==> src/hw/ecd_regs.svh <==
// Behaviour
// - busy flag bit 30 reads 1 while a download write is crossing, else 0
// - busy stays set until the byte is safely inside the core clock domain
// - config flag set: data writes load the core buffer; data reads undefined
// - config flag clear: data writes dropped, data reads return zero
// - data register usable only while core enable is 0; else accesses ignored
// - data register holds 8-bit byte in bits 7-0; bits 31-8 read zero
// - address register holds 9-bit RAM address; bits 29-9 read zero
// - config flag set at reset, clears after the core takes the last byte
`ifndef ECD_REGS_SVH
`define ECD_REGS_SVH

`define ECD_ADDR_W 32
`define ECD_DATA_W 32
`define ECD_OFS_ADDRESS 32'h00212010
`define ECD_OFS_DATA 32'h00212014

`define ECD_RAM_ADDR_W 9
`define ECD_BYTE_W 8
`define ECD_BIT_CFG 31
`define ECD_BIT_BUSY 30

`define ECD_RST_RAM_ADDR 9'h000
`define ECD_RST_BYTE 8'h00
`define ECD_RST_CFG 1'b1
`define ECD_RST_RDATA 32'h00000000

`endif

==> src/hw/ecd_pkg.sv <==
`include "ecd_regs.svh"

package ecd_pkg;

  typedef struct packed {
    logic [`ECD_ADDR_W-1:0] addr;
    logic [`ECD_DATA_W-1:0] wdata;
    logic wr;
    logic rd;
  } ecd_bus_req_t;

  typedef struct packed {
    logic wr_toggle;
    logic [`ECD_RAM_ADDR_W-1:0] ram_addr;
    logic [`ECD_BYTE_W-1:0] byte_data;
  } ecd_core_req_t;

  typedef struct packed {
    logic [`ECD_RAM_ADDR_W-1:0] target_ram_address_field;
    logic cfg_flag;
    logic req_toggle;
    logic ack_meta;
    logic ack_sync;
    logic done_meta;
    logic done_sync;
    logic [`ECD_RAM_ADDR_W-1:0] out_addr;
    logic [`ECD_BYTE_W-1:0] out_byte;
    logic [`ECD_DATA_W-1:0] rdata;
  } ecd_state_t;

endpackage

==> src/hw/ecd_download.sv <==
// The address-and-strobe port was left to the implementer.
`timescale 1ns/10ps
`include "ecd_regs.svh"

module ecd_download (
  input wire logic clock,
  input wire logic reset_n,
  input wire ecd_pkg::ecd_bus_req_t bus_req,
  output logic [`ECD_DATA_W-1:0] bus_rdata,
  input wire logic core_enable_bit,
  output ecd_pkg::ecd_core_req_t core_req,
  input wire logic core_ack_toggle,
  input wire logic core_config_done
);

  ////////////////////////////////////////////////////////////////////////
  // decode helpers

  function automatic logic hit(input logic [`ECD_ADDR_W-1:0] a, input logic [`ECD_ADDR_W-1:0] ofs);
    hit = (a == ofs);
  endfunction

  ////////////////////////////////////////////////////////////////////////
  // state

  ecd_pkg::ecd_state_t state_reg;
  ecd_pkg::ecd_state_t state_next;
  logic write_pending_flag;
  logic addr_hit;
  logic data_hit;
  logic data_open;

  // a write crossing is outstanding while the returned toggle lags
  assign write_pending_flag = state_reg.req_toggle ^ state_reg.ack_sync;
  assign addr_hit = hit(bus_req.addr, `ECD_OFS_ADDRESS);
  assign data_hit = hit(bus_req.addr, `ECD_OFS_DATA);
  assign data_open = data_hit && !core_enable_bit;

  always_comb
  begin
    state_next = state_reg;
    state_next.rdata = `ECD_RST_RDATA;

    // only the second stage is looked at by the logic
    state_next.ack_meta = core_ack_toggle;
    state_next.ack_sync = state_reg.ack_meta;
    state_next.done_meta = core_config_done;
    state_next.done_sync = state_reg.done_meta;

    // config flag drops once the core reports the last byte and nothing is in flight
    if (state_reg.cfg_flag && state_reg.done_sync && !write_pending_flag)
    begin
      state_next.cfg_flag = 1'b0;
    end

    if (bus_req.wr)
    begin
      if (addr_hit)
      begin
        state_next.target_ram_address_field = bus_req.wdata[`ECD_RAM_ADDR_W-1:0];
      end
      // a second write while busy is dropped rather than corrupting the crossing
      else if (data_open && state_reg.cfg_flag && !write_pending_flag)
      begin
        state_next.out_byte = bus_req.wdata[`ECD_BYTE_W-1:0];
        state_next.out_addr = state_reg.target_ram_address_field;
        state_next.req_toggle = !state_reg.req_toggle;
      end
    end

    if (bus_req.rd)
    begin
      if (addr_hit)
      begin
        state_next.rdata[`ECD_BIT_CFG] = state_reg.cfg_flag;
        state_next.rdata[`ECD_BIT_BUSY] = write_pending_flag;
        state_next.rdata[`ECD_RAM_ADDR_W-1:0] = state_reg.target_ram_address_field;
      end
      // undefined and descriptor-mode data reads both answer zero
      else if (data_open)
      begin
        state_next.rdata = `ECD_RST_RDATA;
      end
    end
  end

  always_ff @(posedge clock)
  begin
    if (!reset_n)
    begin
      state_reg.target_ram_address_field <= `ECD_RST_RAM_ADDR;
      state_reg.cfg_flag <= `ECD_RST_CFG;
      state_reg.req_toggle <= 1'b0;
      state_reg.ack_meta <= 1'b0;
      state_reg.ack_sync <= 1'b0;
      state_reg.done_meta <= 1'b0;
      state_reg.done_sync <= 1'b0;
      state_reg.out_addr <= `ECD_RST_RAM_ADDR;
      state_reg.out_byte <= `ECD_RST_BYTE;
      state_reg.rdata <= `ECD_RST_RDATA;
    end
    else
    begin
      state_reg <= state_next;
    end
  end

  ////////////////////////////////////////////////////////////////////////
  // outputs

  assign bus_rdata = state_reg.rdata;
  // address and byte are held stable while the toggle crosses
  assign core_req.wr_toggle = state_reg.req_toggle;
  assign core_req.ram_addr = state_reg.out_addr;
  assign core_req.byte_data = state_reg.out_byte;

endmodule

==> config.mk <==
export PLATFORM = sky130hd
export DESIGN_NAME = ecd_download
export DESIGN_NICKNAME = d
export VERILOG_FILES = /design/src/hw/ecd_pkg.sv /design/src/hw/ecd_download.sv
export VERILOG_INCLUDE_DIRS = /design/src /design/src/hw
export SDC_FILE = /design/constraint.sdc
export NUM_CORES = 1
export LEC_CHECK = 0
export ABC_CLOCK_PERIOD_IN_PS = 2150
export BUFFER_PORTS_ARGS = -buffer_cell sky130_fd_sc_hd__buf_2
export CAP_MARGIN = 20
export CORE_ASPECT_RATIO = 0.6
export CORE_MARGIN = 1.5
export CORE_UTILIZATION = 46
export CTS_CLUSTER_DIAMETER = 40
export DETAILED_ROUTE_END_ITERATION = 10
export PLACE_DENSITY = 0.91
export SLEW_MARGIN = 20
export SYNTH_ARGS = -nofsm -noshare
export SYNTH_HDL_FRONTEND = slang
export SYNTH_SLANG_ARGS = --single-unit
==> constraint.sdc <==
create_clock -name clock -period 2.15 [get_ports clock]
set_input_delay 0.1075 -clock clock [delete_from_list [all_inputs] [get_ports clock]]
set_output_delay 0.1075 -clock clock [all_outputs]
set_load 0.02 [all_outputs]
==> results of run 1 <==
-- area by class of cell --
| cell class | count | area (um^2) |
|---|---|---|
| Clock inverter | 1 | 5.00 |
| Sequential cell | 43 | 861 |
| Inverter | 1 | 3.75 |
| Clock buffer | 6 | 82.6 |
| Fill cell | 391 | 1910 |
| Multi-Input combinational cell | 120 | 752 |
| Tap cell | 60 | 75.1 |
| Timing Repair Buffer | 80 | 410 |
-- placed cells by master, fill, tap and decap left out --
cell and n:
and2_1 14, buf_2 76, buf_4 4, clkbuf_8 6, clkinv_2 1, conb_1 21, dfxtp_1 43, inv_1 1
mux2i_1 27, nand2_1 40, nand2b_1 1, nand4_1 3, nor2b_1 2, nor3_1 1, nor3_4 1, nor4_1 3
nor4_2 2, nor4b_1 1, nor4b_2 3, xnor2_1 1
-- power breakdown --
group          internal, W  switching (W)
combinational    0.0000411      0.0000673
clock             0.000252       0.000246
sequential        0.000800     0.00000172
-- worst max path at each step --
stage | to | slack [ns] | startpoint
global placement | core_req[1] | 0.51 | bus_req[39]
detailed placement | core_req[3] | 0.46 | bus_req[46]
CTS | core_req[3] | 0.53 | core_req[17]
floorplan | core_req[0] | 0.81 | core_req[17]
finish | core_req[3] | 0.53 | core_req[17]
global route | core_req[1] | 0.37 | core_req[17]
-- cells by family (layout without fill, tap and decap cells) --
logic type    count (synthesis)  after routing  synth area share [%]
other cells                   1             21                 0.192
flops                        43             43                  44.0
mux                          27             27                  13.8
simple gates                 71             71                  19.2
buf+inv                      60             88                  22.3
xor+xnor                      1              1                 0.448
-- layer usage --
layer / part of all wire [%] / vias to the layer above / track usage (%)
li1: - / 677 / -
met1: 48 / 559 / 20.2
met2: 45 / 50 / 26.0
met3: 6.2 / 2 / 4.21
met4: 0.59 / 0 / 3.97
met5: 0 / - / 0
-- stage by stage --
stage | power [W] | cell area (um^2) | setup slack, ns | hold WS (ns)
after floorplan | 0.000908 | 2030 | 0.808 | 0.235
after global placement | 0.000927 | 2100 | 0.515 | 0.315
after detailed placement | 0.000929 | 2100 | 0.457 | 0.316
final | 0.00141 | 2190 | 0.533 | 0.0331
after global routing | 0.00147 | 2190 | 0.368 | 0.0304
after CTS | 0.00142 | 2190 | 0.527 | 0.0195
==> impl_metrics.json, run 1 <==
{
  "outcome": "complete, no violations",
  "dp_hpwl_um": 2550,
  "routed_wl_um": 3370,
  "diodes": 0,
  "chipWidth_um": 87.2,
  "synth_edf_count": 0,
  "synth-async-reset-ratio_pct": 0,
  "antenna_found_initial": 0,
  "hold_end": "state_next[49]",
  "ctsHoldBuffers": 0,
  "synth_ff_type": "dfxtp_1",
  "fin_skew_ns": 0.00741,
  "slowest_delay_ns": 0.34,
  "ys_seq_area_share_pct": 44.0,
  "power.leakage_nw": 1.01,
  "yosysMostFrequentCell": "buf_4",
  "cts.sinks": 43,
  "powerDensity_mw_per_mm2": 643,
  "portBuffers": 76,
  "worst-path-stages": 5,
  "path_cells": "xnor2_1 > nand4_1 > nor3_4 > buf_4 > mux2i_1",
  "drv_slew": 0,
  "yosys-top-cells-area": "dfxtp_1, buf_4, mux2i_1",
  "final.period_utilization_pct": 75.2,
  "critPathRequiredTime_ns": 2.36,
  "cts_tree": "built",
  "hold_path.class": "in2reg",
  "drc_errors": 0,
  "synth_area_mm2": 0.00196,
  "min_period_ns": 1.62,
  "r2r-end": "core_req[3]",
  "crit_fanout": 18,
  "reg2regPathDepth": 5,
  "maxCapViolCount": 0,
  "rows": 18,
  "critPathCaptureType": "register",
  "io_pins": 121,
  "path_delay_family": "flip-flops",
  "worst_ep_arrival_time_ns": 1.83,
  "core-area_mm2": 0.00410,
  "grt_pass1_vias": 1211,
  "clockRootBuffer": "clkbuf_8",
  "largest_reg_flops": 18,
  "clock_path_buffers": 2,
  "cts-resized-gates": 0,
  "first_iter_violations": 33,
  "cts_setup_buffers": 0,
  "num_vias": 1288,
  "peakVddDrop_v": 0.000306,
  "setup-violations-final": 0,
  "avgSynthCellArea_um2": 9.63,
  "dr.pass1.iters": 4,
  "place_congestion": 0.810,
  "crit_type": "reg2reg",
  "hold_viol": 0,
  "grt_overflow_total": 0,
  "fin_cells": 311,
  "insertion_delay_ns": 0.28,
  "htree_levels": 2,
  "max_freq_mhz": 619,
  "yosysTopAreaCell": "dfxtp_1",
  "layout-drive-gt1-share_pct": 37.1,
  "r2r_setup_slack_ns": 0.53,
  "grt_max_degree": 28,
  "cp_num_buf_inv": 1,
  "yosys_warnings": 0,
  "synthTopCellsByCount": "buf_4, dfxtp_1, nand2_1",
  "start_util_pct": 47.7,
  "synth_top_area_share_pct": 44.0,
  "wl_per_cell_um": 10.8,
  "area_growth_pct": 12.0,
  "antenna_left": 0,
  "place_inst": 304,
  "start_kind": "register",
  "whs_path_depth": 2,
  "clk_pin_slew_ns": 0.08,
  "fin_tns_setup_ns": 0,
  "die_y_um": 53.5,
  "synth.distinct_cells": 20,
  "ys_ff_latch": 43,
  "slowest_stage": "dfxtp_1",
  "grtUsageTotal_pct": 15.5,
  "rsz0062_at_grt": "false",
  "grt_first_pass_wirelength_um": 5510,
  "cts_buffers": 5,
  "syn_inst": 203,
  "hp-start": "core_config_done",
  "viasPerCell": 4.14,
  "nNetsFinal": 322,
  "die_area_mm2": 0.00466,
  "r2r-start": "core_req[17]",
  "fin_util_pct": 53.4
}
Power figures use the tool's default switching activity.
==> run 2, diff against run 1 <==
--- a/config.mk
+++ b/config.mk
@@ -6,15 +6,15 @@
 export SDC_FILE = /design/constraint.sdc
 export NUM_CORES = 1
 export LEC_CHECK = 0
-export ABC_CLOCK_PERIOD_IN_PS = 2150
+export ABC_CLOCK_PERIOD_IN_PS = 1500
 export BUFFER_PORTS_ARGS = -buffer_cell sky130_fd_sc_hd__buf_2
 export CAP_MARGIN = 20
 export CORE_ASPECT_RATIO = 0.6
 export CORE_MARGIN = 1.5
-export CORE_UTILIZATION = 46
+export CORE_UTILIZATION = 43
 export CTS_CLUSTER_DIAMETER = 40
 export DETAILED_ROUTE_END_ITERATION = 10
-export PLACE_DENSITY = 0.91
+export PLACE_DENSITY = 0.86
 export SLEW_MARGIN = 20
 export SYNTH_ARGS = -nofsm -noshare
 export SYNTH_HDL_FRONTEND = slang
==> constraint.sdc (replaced) <==
create_clock -name clock -period 1.5 [get_ports clock]
set_input_delay 0.075 -clock clock [delete_from_list [all_inputs] [get_ports clock]]
set_output_delay 0.075 -clock clock [all_outputs]
set_load 0.02 [all_outputs]
==> run 2 against run 1 <==
  * Core utilization increased by 0.16 points
  * Die area increased by 6.6%
  * Worst setup slack got worse by 0.38 ns
  * Worst hold slack improved by 0.021 ns
  * Clock power increased by 81%
  * Combinational power increased by 50%
  * Cell count increased by 1.3%
  * Count of clock-buffer cells in the layout unchanged
  * Sequential share of layout area decreased by 1.3 points
  * Flip-flop and latch count unchanged
  * Wire length increased by 2.8%
  * Sequential power increased by 43%
  * Largest cell class unchanged
  * Largest power group unchanged
  * Highest routed layer is now met3
==> impl_metrics.json, run 2 (synthesis gave the netlist of run 1 again) <==
{
  "outcome": "complete, no violations",
  "grtUsageTotal_pct": 14.9,
  "layout-drive-gt1-share_pct": 38.0,
  "drc_errors": 0,
  "layout_commonest_cell": "buf_2",
  "crit_fanout": 18,
  "grt_use_met1_pct": 18.7,
  "mostFrequentLayoutCells": "buf_2, dfxtp_1, nand2_1, mux2i_1, conb_1",
  "hp-start": "bus_req[10]",
  "power.leakage_nw": 1.04,
  "final.period_utilization_pct": 89.6,
  "cts_setup_buffers": 0,
  "clk_pin_slew_ns": 0.08,
  "place_area_mm2": 0.00212,
  "place_inst": 305,
  "dr.pass1.iters": 4,
  "powerDensity_mw_per_mm2": 975,
  "path_delay_family": "flip-flops",
  "cts_buffers": 5,
  "nNetsFinal": 325,
  "area_growth_pct": 16.0,
  "stdcell_area_mm2": 0.00227,
  "die_y_um": 55.2,
  "cp_num_buf_inv": 1,
  "critPathCaptureType": "register",
  "grt_max_degree": 28,
  "io_pins": 121,
  "hold_path.class": "in2reg",
  "antenna_left": 0,
  "fin_ws_ns": 0.156,
  "fin_tns_setup_ns": 0,
  "core-area_mm2": 0.00423,
  "path_cells": "xnor2_2 > nand4_1 > nor3_4 > buf_12 > mux2i_1",
  "fin_util_pct": 53.6,
  "wl_per_cell_um": 11.0,
  "rows": 18,
  "crit_type": "reg2reg",
  "hold_end": "state_reg[63]",
  "die_area_mm2": 0.00497,
  "diodes": 0,
  "peakVddDrop_v": 0.000468,
  "grt_use_met2_pct": 24.0,
  "clockRootBuffer": "clkbuf_8",
  "cts_tree": "built",
  "routed_wl_um": 3470,
  "worst-path-stages": 5,
  "start_util_pct": 46.2,
  "largest_reg_flops": 18,
  "reg2regPathDepth": 5,
  "chipWidth_um": 90.1,
  "max_freq_mhz": 744,
  "antenna_found_initial": 0,
  "fin_cells": 315,
  "post-place-ws_ns": -0.0909,
  "grt_first_pass_wirelength_um": 5890,
  "cts.sinks": 43,
  "place_congestion": 0.743,
  "worst_ep_arrival_time_ns": 1.56,
  "slowest_delay_ns": 0.35,
  "rsz0062_at_grt": "false",
  "maxCapViolCount": 0,
  "critPathRequiredTime_ns": 1.71,
  "clock_path_buffers": 2,
  "insertion_delay_ns": 0.28,
  "viasPerCell": 4.26,
  "first_iter_violations": 25,
  "hold_viol": 0,
  "setup-violations-final": 0,
  "met3_usage_pct": 5.92,
  "gr-max-usage-layer": "met2",
  "r2r_setup_slack_ns": 0.16,
  "min_period_ns": 1.34,
  "r2r-start": "core_req[17]",
  "r2r-end": "core_req[6]",
  "slowest_stage": "dfxtp_2",
  "htree_levels": 2,
  "drv_slew": 0,
  "portBuffers": 76,
  "num_vias": 1342,
  "grt_pass1_vias": 1304,
  "fin_skew_ns": 0.00664,
  "dp_hpwl_um": 2650,
  "whs_path_depth": 3,
  "grt_overflow_total": 0,
  "start_kind": "register"
}
[run 2: power breakdown]
group	switching (W)	internal (W)
clock	0.000362	0.000538
sequential	0.00000241	0.00115
combinational	0.0000978	0.0000641
total	0.000462	0.00175
[run 2: worst min-delay path, stage by stage]
cell and delay (ns):
buf_2 0.09, nand2_1 0.06, mux2i_1 0.06
[run 2: final cells by class]
class,instances,area [um^2]
timing repair buffer,83,450
clock inverter,2,35.0
fill,398,1970
clock buffer,6,82.6
sequential,43,862
inverter,1,3.75
tap,60,75.1
multi-input combinational,120,759
[run 2: worst max path at each step]
stage / from / endpoint / slack [ns]
final: core_req[17] / core_req[6] / 0.16
after floorplan: core_req[17] / core_req[0] / 0.16
after detailed placement: bus_req[35] / state_reg[63] / -0.09
after CTS: core_req[17] / core_req[13] / 0.08
after global placement: bus_req[35] / state_reg[59] / -0.05
after global routing: bus_req[35] / state_reg[63] / 0.01
[run 2: metrics by stage]
step	hold slack [ns]	total power, W
floorplan	0.202	0.00130
global placement	0.285	0.00133
detailed placement	0.289	0.00133
CTS	0.0445	0.00224
global route	0.0570	0.00232
finish	0.0545	0.00221
[run 2: metal layers]
metal  vias to the layer above  wire length (um)
li1                        688                 -
met1                       617              1600
met2                        37              1670
met3                         0               203
met4                         0                 0
met5                         -                 0
[run 2: what timing repair did]
item / CTS / global route
endpoints found under the setup margin: 0 / 15
resized for setup: 0 / 2
hold buffers: 2 / 0
endpoints found under the hold margin: 2 / 0
